## config.mk

```make
export PLATFORM = sky130hd
export DESIGN_NAME = fci_host
export DESIGN_NICKNAME = d
export VERILOG_FILES = /design/src/hw/fci_pkg.sv /design/src/hw/fci_seq_rom.sv /design/src/hw/fci_host.sv
export SDC_FILE = /design/constraint.sdc
export NUM_CORES = 1
export LEC_CHECK = 0
export BUFFER_PORTS_ARGS = -buffer_cell sky130_fd_sc_hd__buf_2
export CORE_MARGIN = 2
export CORE_UTILIZATION = 55
export DETAILED_ROUTE_END_ITERATION = 6
export GPL_TIMING_DRIVEN = 0
export PLACE_DENSITY = 0.87
export SETUP_SLACK_MARGIN = 0.4
export SKIP_CTS_REPAIR_TIMING = 1
export SLEW_MARGIN = 20
export SYNTH_ARGS = -nofsm -noshare
export SYNTH_HDL_FRONTEND = slang
export SYNTH_SLANG_ARGS = --single-unit
```

## constraint.sdc

```tcl
create_clock -name clk_i -period 6.4 [get_ports clk_i]
set_input_delay 1.28 -clock clk_i [delete_from_list [all_inputs] [get_ports clk_i]]
set_output_delay 1.28 -clock clk_i [all_outputs]
set_load 0.05 [all_outputs]
```

## src/hw/fci_pkg.sv

```systemverilog
// Purpose: Constants for the host-side flash command controller
// Assumes: 250 MHz system clock, byte-wide flash with 19 address lines
// Notes:   Command codes and unlock addresses of the flash command set
package fci_pkg;
  localparam int          ADDR_W         = 19;
  localparam int          DATA_W         = 8;
  localparam int          CLK_MHZ        = 250;
  // Unlock cycle addresses and data
  localparam logic [18:0] UNLOCK1_ADDR   = 19'h00555;
  localparam logic [18:0] UNLOCK2_ADDR   = 19'h002AA;
  localparam logic [7:0]  UNLOCK1_DATA   = 8'hAA;
  localparam logic [7:0]  UNLOCK2_DATA   = 8'h55;
  // Command codes
  localparam logic [7:0]  CMD_RESET      = 8'hF0;
  localparam logic [7:0]  CMD_IDENT      = 8'h90;
  localparam logic [7:0]  CMD_PROGRAM    = 8'hA0;
  localparam logic [7:0]  CMD_BYPASS     = 8'h20;
  localparam logic [7:0]  CMD_ERASE_SET  = 8'h80;
  localparam logic [7:0]  CMD_CHIP_ERASE = 8'h10;
  localparam logic [7:0]  CMD_BLK_ERASE  = 8'h30;
  localparam logic [7:0]  CMD_SUSPEND    = 8'hB0;
  localparam logic [7:0]  CMD_RESUME     = 8'h30;
  localparam logic [7:0]  CMD_BYP_EXIT2  = 8'h00;
  // Identification read addresses (A1,A0)
  localparam logic [18:0] ID_MAKER_ADDR  = 19'h00000;
  localparam logic [18:0] ID_PART_ADDR   = 19'h00001;
  localparam logic [18:0] ID_PROT_ADDR   = 19'h00002;
  localparam int          BLK_SEL_LSB    = 16;
  // Bus cycle timing in ns and derived cycles
  localparam int          T_SETUP_NS     = 40;
  localparam int          T_PULSE_NS     = 80;
  localparam int          T_ABORT_NS     = 10000;
  localparam int          T_BLK_GAP_NS   = 50000;
  localparam int          SETUP_CYC      = (T_SETUP_NS * CLK_MHZ + 999) / 1000;
  localparam int          PULSE_CYC      = (T_PULSE_NS * CLK_MHZ + 999) / 1000;
  localparam int          ABORT_CYC      = (T_ABORT_NS * CLK_MHZ + 999) / 1000;
  localparam int          BLK_GAP_CYC    = (T_BLK_GAP_NS * CLK_MHZ) / 1000;
  // Operation codes requested by the user
  typedef enum logic [3:0] {
    OP_RESET1   = 4'h0,
    OP_RESET3   = 4'h1,
    OP_IDENT    = 4'h2,
    OP_PROGRAM  = 4'h3,
    OP_BYPASS   = 4'h4,
    OP_BYP_PROG = 4'h5,
    OP_BYP_EXIT = 4'h6,
    OP_CHIP_ERS = 4'h7,
    OP_BLK_ERS  = 4'h8,
    OP_BLK_ADD  = 4'h9,
    OP_SUSPEND  = 4'hA,
    OP_RESUME   = 4'hB,
    OP_READ     = 4'hC
  } fci_op_t;
endpackage

```

## src/hw/fci_seq_rom.sv

```systemverilog
// Purpose: Write-cycle sequence table for each command
// Assumes: Index is op and step; output registered
// Notes:   Last entry flagged; target entries use the user address, and the user data except for block erase
`timescale 1ns/1ps
module fci_seq_rom (
  input  wire logic        clk_i,
  input  wire logic        arst_n_i,
  input  wire logic [3:0]  op_i,
  input  wire logic [2:0]  step_i,
  output logic      [18:0] addr_o,
  output logic      [7:0]  data_o,
  output logic             use_user_o,
  output logic             last_o
);
  logic [18:0] addr_next;
  logic [7:0]  data_next;
  logic        user_next;
  logic        last_next;

  function automatic logic [28:0] unl(input logic [2:0] s, input logic [7:0] d,
                                      input logic lst);
    case (s)
      3'd0:    unl = {fci_pkg::UNLOCK1_ADDR, fci_pkg::UNLOCK1_DATA, 1'b0, 1'b0};
      3'd1:    unl = {fci_pkg::UNLOCK2_ADDR, fci_pkg::UNLOCK2_DATA, 1'b0, 1'b0};
      default: unl = {fci_pkg::UNLOCK1_ADDR, d, 1'b0, lst};
    endcase
  endfunction

  always_comb begin
    logic [28:0] e;
    e = '0;
    case (fci_pkg::fci_op_t'(op_i))
      fci_pkg::OP_RESET1:   e = {19'h0, fci_pkg::CMD_RESET, 1'b0, 1'b1};
      fci_pkg::OP_RESET3:   e = unl(step_i, fci_pkg::CMD_RESET, 1'b1);
      fci_pkg::OP_IDENT:    e = unl(step_i, fci_pkg::CMD_IDENT, 1'b1);
      fci_pkg::OP_BYPASS:   e = unl(step_i, fci_pkg::CMD_BYPASS, 1'b1);
      fci_pkg::OP_PROGRAM: begin
        if (step_i == 3'd3) e = {19'h0, 8'h00, 1'b1, 1'b1};
        else e = unl(step_i, fci_pkg::CMD_PROGRAM, 1'b0);
      end
      fci_pkg::OP_BYP_PROG: begin
        if (step_i == 3'd0) e = {19'h0, fci_pkg::CMD_PROGRAM, 1'b0, 1'b0};
        else e = {19'h0, 8'h00, 1'b1, 1'b1};
      end
      fci_pkg::OP_BYP_EXIT: begin
        if (step_i == 3'd0) e = {19'h0, fci_pkg::CMD_IDENT, 1'b0, 1'b0};
        else e = {19'h0, fci_pkg::CMD_BYP_EXIT2, 1'b0, 1'b1};
      end
      fci_pkg::OP_CHIP_ERS, fci_pkg::OP_BLK_ERS: begin
        if (step_i < 3'd2) e = unl(step_i, 8'h00, 1'b0);
        else if (step_i == 3'd2)
          e = unl(step_i, fci_pkg::CMD_ERASE_SET, 1'b0);
        else if (step_i < 3'd5) e = unl(step_i - 3'd3, 8'h00, 1'b0);
        else if (op_i == 4'(fci_pkg::OP_CHIP_ERS))
          e = unl(3'd2, fci_pkg::CMD_CHIP_ERASE, 1'b1);
        else e = {19'h0, fci_pkg::CMD_BLK_ERASE, 1'b1, 1'b1};
      end
      fci_pkg::OP_BLK_ADD:  e = {19'h0, fci_pkg::CMD_BLK_ERASE, 1'b1, 1'b1};
      fci_pkg::OP_SUSPEND:  e = {19'h0, fci_pkg::CMD_SUSPEND, 1'b0, 1'b1};
      fci_pkg::OP_RESUME:   e = {19'h0, fci_pkg::CMD_RESUME, 1'b0, 1'b1};
      default:              e = {19'h0, 8'h00, 1'b0, 1'b1};
    endcase
    addr_next = e[28:10];
    data_next = e[9:2];
    user_next = e[1];
    last_next = e[0];
  end

  always_ff @(posedge clk_i or negedge arst_n_i) begin
    if (!arst_n_i) begin
      addr_o     <= '0;
      data_o     <= '0;
      use_user_o <= 1'b0;
      last_o     <= 1'b0;
    end else begin
      addr_o     <= addr_next;
      data_o     <= data_next;
      use_user_o <= user_next;
      last_o     <= last_next;
    end
  end
endmodule

```

## src/hw/fci_host.sv

```systemverilog
// Purpose: Host controller driving a byte-wide flash command interface
// Assumes: Flash pins are asynchronous; data inputs are synchronised
// Notes:   One user operation at a time; reads are plain bus reads
`timescale 1ns/1ps
module fci_host #(
  parameter int ABORT_CYC = fci_pkg::ABORT_CYC
) (
  input  wire logic        clk_i,
  input  wire logic        arst_n_i,
  input  wire logic        req_i,
  input  wire logic [3:0]  op_i,
  input  wire logic [18:0] addr_i,
  input  wire logic [7:0]  data_i,
  input  wire logic        id_level_i,
  output logic             ready_o,
  output logic             done_o,
  output logic      [7:0]  rdata_o,
  output logic      [18:0] byte_address_o,
  output logic      [7:0]  data_lines_o,
  output logic             data_lines_oe_o,
  input  wire logic [7:0]  data_lines_i,
  output logic             chip_en_n_o,
  output logic             out_en_n_o,
  output logic             wr_en_n_o,
  output logic             identification_level_o,
  output logic             bypass_o
);
  // A zero abort wait would let reads start inside the abort period
  if (ABORT_CYC < 1) begin : g_abort_chk
    $error("ABORT_CYC must be at least one");
  end

  typedef enum logic [5:0] {
    S_IDLE  = 6'b000001,
    S_LOAD  = 6'b000010,
    S_SETUP = 6'b000100,
    S_PULSE = 6'b001000,
    S_HOLD  = 6'b010000,
    S_WAIT  = 6'b100000
  } fci_state_t;

  localparam int CW = $clog2(fci_pkg::BLK_GAP_CYC + ABORT_CYC + 2);

  fci_state_t    state_reg;
  logic [2:0]    step_reg;
  logic [3:0]    op_reg;
  logic [18:0]   uaddr_reg;
  logic [7:0]    udata_reg;
  logic [CW-1:0] cnt_reg;
  logic          bypass_reg;
  logic          is_read_reg;
  logic [7:0]    sync1_reg;
  logic [7:0]    sync2_reg;
  logic [18:0]   rom_addr;
  logic [7:0]    rom_data;
  logic          rom_user;
  logic          rom_last;

  function automatic logic [CW-1:0] cyc(input int n);
    cyc = CW'(n);
  endfunction

  fci_seq_rom u_rom (
    .clk_i      (clk_i),
    .arst_n_i   (arst_n_i),
    .op_i       (op_reg),
    .step_i     (step_reg),
    .addr_o     (rom_addr),
    .data_o     (rom_data),
    .use_user_o (rom_user),
    .last_o     (rom_last)
  );

  assign ready_o = (state_reg == S_IDLE);
  assign bypass_o = bypass_reg;

  // Data lines from the flash cross an asynchronous boundary
  always_ff @(posedge clk_i or negedge arst_n_i) begin
    if (!arst_n_i) begin
      sync1_reg <= '0;
      sync2_reg <= '0;
    end else begin
      sync1_reg <= data_lines_i;
      sync2_reg <= sync1_reg;
    end
  end

  // Sequencer
  always_ff @(posedge clk_i or negedge arst_n_i) begin
    if (!arst_n_i) begin
      state_reg   <= S_IDLE;
      step_reg    <= '0;
      op_reg      <= 4'(fci_pkg::OP_READ);
      uaddr_reg   <= '0;
      udata_reg   <= '0;
      cnt_reg     <= '0;
      is_read_reg <= 1'b0;
    end else begin
      case (state_reg)
        S_IDLE: begin
          if (req_i) begin
            op_reg      <= op_i;
            uaddr_reg   <= addr_i;
            udata_reg   <= data_i;
            step_reg    <= '0;
            is_read_reg <= (op_i == 4'(fci_pkg::OP_READ));
            state_reg   <= S_LOAD;
          end
        end
        S_LOAD: begin
          cnt_reg   <= cyc(fci_pkg::SETUP_CYC);
          state_reg <= S_SETUP;
        end
        S_SETUP: begin
          if (cnt_reg > cyc(1)) cnt_reg <= cnt_reg - cyc(1);
          else begin
            cnt_reg   <= is_read_reg ? cyc(fci_pkg::PULSE_CYC + 2)
                                     : cyc(fci_pkg::PULSE_CYC);
            state_reg <= S_PULSE;
          end
        end
        S_PULSE: begin
          // Flash latches data on the rising write enable edge
          if (cnt_reg > cyc(1)) cnt_reg <= cnt_reg - cyc(1);
          else begin
            cnt_reg   <= cyc(fci_pkg::SETUP_CYC);
            state_reg <= S_HOLD;
          end
        end
        S_HOLD: begin
          if (cnt_reg > cyc(1)) cnt_reg <= cnt_reg - cyc(1);
          else if (is_read_reg || rom_last) begin
            state_reg <= S_WAIT;
            // Reset may need the abort time before valid reads
            if (op_reg == 4'(fci_pkg::OP_RESET1) ||
                op_reg == 4'(fci_pkg::OP_RESET3))
              cnt_reg <= cyc(ABORT_CYC);
            else
              cnt_reg <= cyc(1);
          end else begin
            step_reg  <= step_reg + 3'd1;
            state_reg <= S_LOAD;
          end
        end
        S_WAIT: begin
          if (cnt_reg > cyc(1)) cnt_reg <= cnt_reg - cyc(1);
          else state_reg <= S_IDLE;
        end
        default: state_reg <= S_IDLE;
      endcase
    end
  end

  // Pins; address compare by flash uses only low bits
  always_ff @(posedge clk_i or negedge arst_n_i) begin
    if (!arst_n_i) begin
      byte_address_o  <= '0;
      data_lines_o    <= '0;
      data_lines_oe_o <= 1'b0;
      chip_en_n_o     <= 1'b1;
      out_en_n_o      <= 1'b1;
      wr_en_n_o       <= 1'b1;
    end else begin
      chip_en_n_o <= 1'b1;
      out_en_n_o  <= 1'b1;
      wr_en_n_o   <= 1'b1;
      if (state_reg == S_SETUP || state_reg == S_PULSE) begin
        chip_en_n_o <= 1'b0;
        if (is_read_reg) begin
          // ID, protection and status reads are plain reads
          byte_address_o  <= uaddr_reg;
          data_lines_oe_o <= 1'b0;
          out_en_n_o      <= 1'b0;
        end else begin
          // Target or fixed cycle from the table
          byte_address_o  <= rom_user ? uaddr_reg : rom_addr;
          data_lines_o    <= rom_user && op_reg != 4'(fci_pkg::OP_BLK_ERS)
                             && op_reg != 4'(fci_pkg::OP_BLK_ADD)
                             ? udata_reg : rom_data;
          data_lines_oe_o <= 1'b1;
          wr_en_n_o       <= (state_reg == S_PULSE) ? 1'b0 : 1'b1;
        end
      end else if (state_reg == S_HOLD) begin
        data_lines_oe_o <= ~is_read_reg;
      end else begin
        data_lines_oe_o <= 1'b0;
      end
    end
  end

  // Identification level pin held high only while requested
  always_ff @(posedge clk_i or negedge arst_n_i) begin
    if (!arst_n_i) identification_level_o <= 1'b0;
    else identification_level_o <= id_level_i;
  end

  // Tracks bypass mode; reset keeps it, exit clears it
  always_ff @(posedge clk_i or negedge arst_n_i) begin
    if (!arst_n_i) bypass_reg <= 1'b0;
    else if (state_reg == S_HOLD && rom_last && !is_read_reg &&
             cnt_reg == cyc(1)) begin
      if (op_reg == 4'(fci_pkg::OP_BYPASS)) bypass_reg <= 1'b1;
      else if (op_reg == 4'(fci_pkg::OP_BYP_EXIT)) bypass_reg <= 1'b0;
    end
  end

  // Read data sampled late in the pulse, after the synchroniser
  always_ff @(posedge clk_i or negedge arst_n_i) begin
    if (!arst_n_i) begin
      rdata_o <= '0;
      done_o  <= 1'b0;
    end else begin
      done_o <= (state_reg == S_WAIT) && (cnt_reg <= cyc(1));
      if (is_read_reg && state_reg == S_PULSE && cnt_reg == cyc(1))
        rdata_o <= sync2_reg;
    end
  end
endmodule

```

==> reports/qor.yml, run 1 <==
run_status: "complete, no violations"
synth-edff-count: 0
final_common_cell: "dfrtp_1"
layout_common_cells: "116 x dfrtp_1, 91 x buf_2, 55 x nand2_1"
synthToLayoutAreaGrowth_pct: 21.1
cts-buffers-inserted: 17
grtUsageTotal_pct: 27.1
critPathRequiredTime_ns: 5.12
drc: 0
synth-seq-area-share_pct: 51.9
cp_max_fo: 6
period_needed_ns: 3.21
ant_nets: 0
hold_path_class: "reg2reg"
clk-insertion-delay-late_ns: 0.52
setup_slack_ns: 3.19
antenna_found_initial: 0
cts_tree: "yes"
die_w_microns: 108
dr.pass1.iters: 5
drtIter0Drc: 673
fin_setup_tns_ns: 0
p_sw_w: 0.00149
rows: 37
gp_congestion: 0.929
layout-drive-gt1-share_pct: 30.3
fill_cells: 721
antennaDiodeCount: 0
fp.dieH_microns: 108
grt_overflow: 0
clkPwrFrac_pct: 26.9
synthFlopType: "dfrtp_1"
crit_type: "reg2out"
power_w: 0.00370
grt_pass1_wl_mm: 24.2
htreeDepth: 4
rsz0062_at_grt: "no"
async_flop_share_pct: 100
cts.sinks: 122
routed_wl_mm: 14.8
power_leakage_nw: 3.29
swShare_pct: 40.2
clk_pin_slew_worst_paths_ns: 0.06
power_density_mw_per_mm2: 518
synth_cells: 552
start_util_pct: 56.8
final_net_count: 708
clock_path_buffers: 2
place_ws_ns: 3.77
slew_violations: 0
dpl.hpwl_mm: 9.74
start_kind: "flop"
rrSetupSlack_ns: 4.02
core_area_sq_mm: 0.0104
grt_max_degree: 88
netlist_area_sq_mm: 0.00589
pwr-share-comb_pct: 41.3
yosys_warnings: 0
cp_slowest_stage_delay_ns: 0.61
vdd_drop_max_v: 0.000239
ys_ff_latch: 122
grt_pass1_vias: 4864
fin_worst_skew_ns: 0.00873
post_drt_wl_per_cell_microns: 18.3
dieArea_sq_mm: 0.0116
hold_viol: 0
min_period_over_period_pct: 50.2
power_frac_seq_pct: 31.8
hold_slack_ns: 0.347
end_kind: "output pin"
via_per_inst: 6.00
vias: 4827
slowest_stage: "dfstp_2"
cts-root-buf: "clkbuf_8"
io_buffers: 85
num_io_pins: 86
internal_power_w: 0.00221
synth_cell_types: 72
max_clock_freq_ghz: 0.311
syn-num-nets: 603
syn_area_per_cell_sq_um: 10.7
critPathArrivalTime_ns: 1.93
path_cells: "nor2b_1 > nand3_1 > inv_1 > buf_2"
cap_violations: 0
slew-limit-headroom_pct: 34.5
setup_viol: 0
tightest_slew_ns: 0.977
[area by class of cell]
| class | instances | area, sq um | area share, % |
|---|---|---|---|
| repair buffers | 86 | 459 | 6.44 |
| clock inverters | 11 | 169 | 2.37 |
| multi-input cells | 387 | 2620 | 36.7 |
| clock buffers | 20 | 445 | 6.24 |
| plain buffers | 31 | 166 | 2.33 |
| flip-flops and latches | 122 | 3060 | 42.9 |
| well taps | 136 | 170 | 2.38 |
| inverters | 12 | 45.0 | 0.631 |
[cell families after synthesis]
| family | share of synthesized area, % |
|---|---|
| compound gates | 13.9 |
| xor+xnor | 1.19 |
| fa+ha+maj | 1.70 |
| buf+inv | 3.59 |
| flops | 51.9 |
| mux | 9.83 |
| simple gates | 17.9 |
[routing by layer]
layer	part of all wire, %	wire length (microns)	vias to the layer above	track usage, %
met5	0	0	-	0
met3	5.7	838	31	6.90
met4	2.1	306	0	9.07
met1	41	6110	2397	34.7
met2	51	7510	221	45.0
li1	-	-	2178	-
[power groups by stage]
stage	sequential, W	combinational (W)	clock (W)
floorplan	0.00135	0.000930	0
global route	0.00120	0.00165	0.00104
detailed placement	0.00118	0.00148	0
global placement	0.00116	0.00142	0
CTS	0.00117	0.00151	0.00100
finish	0.00118	0.00153	0.000995
[through the flow]
| stage | std cells | area (sq um) | utilization (%) |
|---|---|---|---|
| floorplan | 552 | 5890 | - |
| global placement | 773 | 6490 | 62.6 |
| detailed placement | 774 | 6520 | 62.9 |
| CTS | 805 | 7140 | 68.8 |
| global route | 805 | 7140 | 68.8 |
| finish | 805 | 7140 | 68.8 |
[critical path, delay by kind of cell (launching register included)]
kind          cells  cell delay [ns]
buf+inv           2             0.40
simple gates      2             0.40
flops             1             0.61
[synthesized netlist by cell type (5+ instances only)]
cell | count | share of area [%]
ha_1 | 8 | 1.7
clkbuf_1 | 15 | 0.96
nand2b_1 | 10 | 1.1
mux2_4 | 8 | 2.0
buf_4 | 5 | 0.64
o21ai_1 | 11 | 0.93
o21ai_0 | 34 | 2.9
inv_1 | 11 | 0.70
nor3_1 | 14 | 1.2
mux2i_1 | 11 | 1.9
mux2_2 | 31 | 5.9
o22ai_1 | 5 | 0.53
xnor2_1 | 7 | 1.0
nand2_1 | 55 | 3.5
nor2_1 | 49 | 3.1
buf_2 | 7 | 0.59
a21oi_1 | 33 | 2.8
dfrtp_1 | 116 | 49
nand3_1 | 10 | 0.85
o31ai_1 | 5 | 0.64
a31oi_1 | 5 | 0.53
and2_1 | 7 | 0.74
dfstp_2 | 6 | 2.7
nor2b_1 | 8 | 0.85
or2_2 | 7 | 0.74
[final timing paths]
check,start,endpoint,cells past startpoint
setup / recovery,state_reg[0],ready_o,4
hold / removal,sync1_reg[5],sync2_reg[5],0
setup reg to reg,op_reg[3],u_rom.data_o[5],7
hold reg to reg,sync1_reg[5],sync2_reg[5],0
max in group asynchronous,arst_n_i,state_reg[0],2
min in group asynchronous,arst_n_i,data_lines_o[3],1
Power figures use the tool's default switching activity.
==> run 2: changes to the inputs <==
- CORE_UTILIZATION: 55 -> 52
- clock period: 6.4 -> 2.6 ns (I/O delays scaled with it)
==> run 2 against run 1 <==
Net effect:
- critical path depth up 5
- die area up 5.6%
- register-to-register slack worse by 3.7 ns
- setup slack worse by 2.8 ns
- clock skew about the same
- critical path type is now reg2reg
- sequential share of layout area down 1.8 points
- sequential power up 150%
- power rose to 2.6 times the previous value
- final cell count up 3.1%
==> reports/qor.yml, run 2 (synthesis results as in run 1) <==
htreeDepth: 4
hold_viol: 0
power_leakage_nw: 3.44
die_w_microns: 110
critPathBufInv: 3
drc: 0
period_needed_ns: 2.24
critical_path.startpoint: "cnt_reg[3]"
critPathArrivalTime_ns: 2.53
power_density_mw_per_mm2: 1280
setup_viol: 0
clk-insertion-delay-late_ns: 0.41
critPathRequiredTime_ns: 2.89
cp_slowest_stage_delay_ns: 0.44
cp_common_cell: "buf_6"
dp_cells: 778
crit_type: "reg2reg"
hold_path_class: "in2async"
final_cells: 830
core_area_sq_mm: 0.0109
slew-limit-headroom_pct: 57.9
post_drt_wl_per_cell_microns: 20.0
layout-drive-gt1-share_pct: 36.1
tightest_slew_ns: 0.626
max_clock_freq_ghz: 0.446
routed_wl_mm: 16.6
antennaDiodeCount: 0
end_kind: "flop"
grt_pass1_wl_mm: 25.2
via_per_inst: 6.20
layout_common_cells: "113 x dfrtp_1, 90 x buf_2, 54 x nand2_1"
num_io_pins: 86
cts-root-buf: "clkbuf_16"
antenna_found_initial: 0
vias: 5146
cts_tree: "yes"
clock_path_buffers: 2
cts-buffers-inserted: 17
grt_overflow: 0
final_net_count: 728
min_period_over_period_pct: 86.3
final_common_cell: "dfrtp_1"
r2r-start: "cnt_reg[3]"
vdd_drop_max_v: 0.000829
io_buffers: 85
cts.sinks: 122
cp_max_fo: 7
power_w: 0.00955
synthToLayoutAreaGrowth_pct: 26.7
drtIter0Drc: 662
fp.dieH_microns: 110
slew_violations: 0
clk_pin_slew_worst_paths_ns: 0.06
grtUsageTotal_pct: 25.7
fin_worst_skew_ns: 0.00828
slowest_stage: "dfrtp_2"
place_ws_ns: 0.307
fill_cells: 727
dpl.hpwl_mm: 10.1
grt_max_degree: 86
cp_top_family: "simple AND/OR/NAND/NOR gates"
rsz0062_at_grt: "yes"
path_cells: "nor4_4 > and2_4 > buf_6 > and4_1 > buf_6 > o211ai_1 > buf_4 > a221oi_2 > nor3_1"
grt_pass1_vias: 5003
dieArea_sq_mm: 0.0122
setup_slack_ns: 0.356
rows: 38
start_kind: "flop"
start_util_pct: 53.9
hold_slack_ns: 0.00842
cap_violations: 0
ant_nets: 0
gp_congestion: 0.928
run_status: "complete, no violations"
dr.pass1.iters: 5
==> run 2: cell types whose count changed in the layout (fill, tap and decap cells not counted), sizes merged <==
cell	change
clkinvlp	+2
buf	+19
inv	+2
clkinv	-2
==> run 2: path summary, 6_finish.rpt <==
path | endpoint | slack (ns) | cells past startpoint
setup / recovery | cnt_reg[3] | 0.36 | 9
hold / removal | u_rom.data_o[5] | 0.008 | 1
setup reg to reg | cnt_reg[3] | 0.36 | 9
hold reg to reg | sync2_reg[3] | 0.35 | 0
max in group asynchronous | wr_en_n_o | 1.84 | 2
min in group clk_i | sync1_reg[2] | 0.21 | 1
==> run 2: area by class of cell <==
cell class / count / area, sq um / share of cell area [%]
inverters: 12 / 45.0 / 0.604
flip-flops and latches: 122 / 3060 / 41.1
multi-input cells: 387 / 2730 / 36.5
well taps: 140 / 175 / 2.35
clock inverters: 13 / 191 / 2.56
repair buffers: 106 / 632 / 8.47
clock buffers: 19 / 443 / 5.93
plain buffers: 31 / 188 / 2.51
==> run 2: metrics by stage <==
stage               util [%]  setup TNS [ns]  area [sq um]
global route            68.2               0          7460
CTS                     65.5               0          7160
finish                  68.2               0          7460
detailed placement      59.7               0          6530
global placement        59.4          -39.72          6490
floorplan                  -               0          5890
==> run 2: where the power goes <==
group          switching, W  leakage [nW]  internal [W]
sequential         0.000411          1.53       0.00251
combinational       0.00260          1.61       0.00148
clock              0.000904         0.300       0.00164
==> run 2: routing by layer <==
layer | up-vias | track usage, % | share of wire [%]
met2 | 311 | 42.8 | 50
met3 | 66 | 4.72 | 7.0
li1 | 2215 | - | -
met1 | 2554 | 32.6 | 39
met4 | 0 | 12.2 | 3.9
met5 | - | 0 | 0
==> run 3: changes to the inputs <==
- PLACE_DENSITY: 0.87 -> 0.86
- RECOVER_POWER: default -> 50
- SYNTH_HIERARCHICAL: default -> 1
==> run 3 against run 2 <==
Net effect:
- the flow now finishes with violations (design-rule violations)
- highest routed layer unchanged
- critical path type unchanged
- clock power decreased by 4%
- count of clock-buffer cells in the layout decreased by 1
- largest power group unchanged
- largest cell class unchanged
- final area is 0.30% higher
==> reports/qor.yml, run 3 <==
synth_xor_area_share_pct: 0.873
ys_top_cells_by_area: "dfrtp_1 48%, mux2_2 7.3%, mux2i_1 4.7%"
fin_util_pct: 65.8
min_period_over_period_pct: 89.1
via_per_inst: 6.04
ant_nets: 0
yosysMostFrequentCell: "dfrtp_1"
period_needed_ns: 2.32
synth-edff-count: 0
grt_max_degree: 79
synth_cells: 572
vias: 5101
drc: 3
run_status: "finished with violations"
synthFlopType: "dfrtp_1"
rsz0062_at_grt: "yes"
dpl_cell_area_sq_mm: 0.00669
clk_pin_slew_worst_paths_ns: 0.06
syn_area_per_cell_sq_um: 10.5
layout_common_cells: "113 x dfrtp_1, 102 x buf_2, 47 x o21ai_0"
slew_violations: 0
start_kind: "flop"
post_drt_wl_per_cell_microns: 18.9
vdd_drop_max_v: 0.00101
clock_path_buffers: 2
wl_met1_mm: 6.42
power_density_mw_per_mm2: 1310
rrSetupSlack_ns: 0.28
synth-seq-area-share_pct: 50.8
grt_overflow: 0
routed_wl_mm: 15.9
critPathArrivalTime_ns: 2.60
netlist_area_sq_mm: 0.00602
setup_viol: 0
cap_violations: 0
power_leakage_nw: 3.62
synth_compound_area_share_pct: 15.0
final_net_count: 736
slew-limit-headroom_pct: 51.4
drtIter0Drc: 590
end_kind: "flop"
async_flop_share_pct: 100
synthAdderAreaFrac_pct: 0.831
max_clock_freq_ghz: 0.432
final_area_sq_mm: 0.00749
ys_ff_latch: 122
place_ws_ns: 0.241
hold_path_class: "in2async"
fill_cells: 778
die_w_microns: 112
hold_viol: 0
clk-insertion-delay-late_ns: 0.42
core_area_sq_mm: 0.0114
setup_slack_ns: 0.283
reg2reg_to: "cnt_reg[7]"
synthMuxAreaShare_pct: 11.9
grt_pass1_vias: 5075
cts-buffers-inserted: 17
wl_met3_mm: 1.15
violations: "design-rule violations"
cts.sinks: 122
rows: 39
top_layer_used: "met4"
grtUsageTotal_pct: 25.3
gp_congestion: 0.906
synthTopCellsByCount: "116 x dfrtp_1, 47 x o21ai_0, 43 x nand2_1"
crit_type: "reg2reg"
dieArea_sq_mm: 0.0125
synth_cell_types: 73
fp.dieH_microns: 112
dpl.hpwl_mm: 10.1
dr_wl_met2_mm: 7.98
grt_pass1_wl_mm: 25.3
synthToLayoutAreaGrowth_pct: 24.3
synth_top_area_share_pct: 48.2
tightest_slew_ns: 0.729
power_w: 0.00980
yosys.area_share.simple_pct: 14.4
fin_worst_skew_ns: 0.00663
critPathRequiredTime_ns: 2.89
synth_top_cell_by_area: "dfrtp_1"
dr.pass1.iters: 7
ff2ff_path_depth: 9
num_io_pins: 86
yosys_warnings: 6
final_common_cell: "dfrtp_1"
io_buffers: 85
cts-root-buf: "clkbuf_16"
synth_top_family_by_area: "compound AO/OA/AOI/OAI gates"
antenna_found_initial: 0
cp_max_fo: 10
fin_setup_tns_ns: 0
r2r-start: "state_reg[1]"
cts_tree: "yes"
antennaDiodeCount: 0
htreeDepth: 4
start_util_pct: 53.0
layout-drive-gt1-share_pct: 36.2
run 3: changes by cell type after synthesis, sizes merged, moves of 5 or more:
cell | before | now
buf | 16 | 41
mux2i | 11 | 28
nand2 | 56 | 43
nor2 | 50 | 37
o21ai | 45 | 53
or2 | 10 | 4
and2 | 7 | 2
nor3b | 2 | 7
o22ai | 5 | 10
xnor2 | 7 | 2
run 3: logic make-up (layout without fill, tap and decap cells):
group                    count (synthesis)  count (layout)
adder cells (fa/ha/maj)                  4               4
XOR/XNOR                                 6               6
AND/OR/NAND/NOR                        163             163
other                                    1               8
multiplexers                            67              67
buffers and inverters                   65             188
flip-flops                             122             122
AO/OA/AOI/OAI                          144             144
run 3: routing by layer:
layer	track usage, %	vias to the layer above
met1	31.6	2503
li1	-	2270
met5	0	-
met3	5.50	48
met2	43.5	280
met4	9.38	0
run 3: where the power goes:
part	switching (W)	leakage, nW	total, W	internal, W
sequential	0.000502	1.51	0.00306	0.00256
combinational	0.00271	1.83	0.00430	0.00159
clock	0.000904	0.286	0.00244	0.00154
run 3: worst max path at each step:
stage	cells past startpoint	slack, ns	end	startpoint
floorplan	6	0.47	uaddr_reg[0]	state_reg[0]
global placement	1	-0.37	data_lines_o[7]	arst_n_i
detailed placement	9	0.24	cnt_reg[7]	cnt_reg[0]
CTS	4	0.19	ready_o	state_reg[0]
global route	9	0.18	cnt_reg[7]	state_reg[1]
finish	9	0.28	cnt_reg[7]	state_reg[1]
run 3: layout make-up:
class                   instances  area (sq um)  share of cell area, %
flip-flops and latches        122          3060                   40.9
multi-input cells             392          2750                   36.8
repair buffers                 91           500                   6.69
clock buffers                  18           439                   5.87
plain buffers                  55           342                   4.56
well taps                     143           179                   2.39
clock inverters                14           171                   2.29
inverters                      10          37.5                  0.501
run 3: critical path, stage by stage, from the launching register on:
cell and delay [ns]:
dfrtp_1 0.33, clkbuf_1 0.41, nor3_1 0.15, and3_1 0.22, buf_2 0.19, a21oi_2 0.31, o21ai_4 0.13, buf_6 0.18
a21oi_1 0.15, o21ai_0 0.11
run 3: stage by stage:
step           hold slack (ns)  instances
3_5_place_dp             0.336        808
2_1_floorplan            0.224        579
3_3_place_gp             0.332        807
4_1_cts                 0.0343        840
6_report                0.0230        845
5_1_grt                 0.0516        845
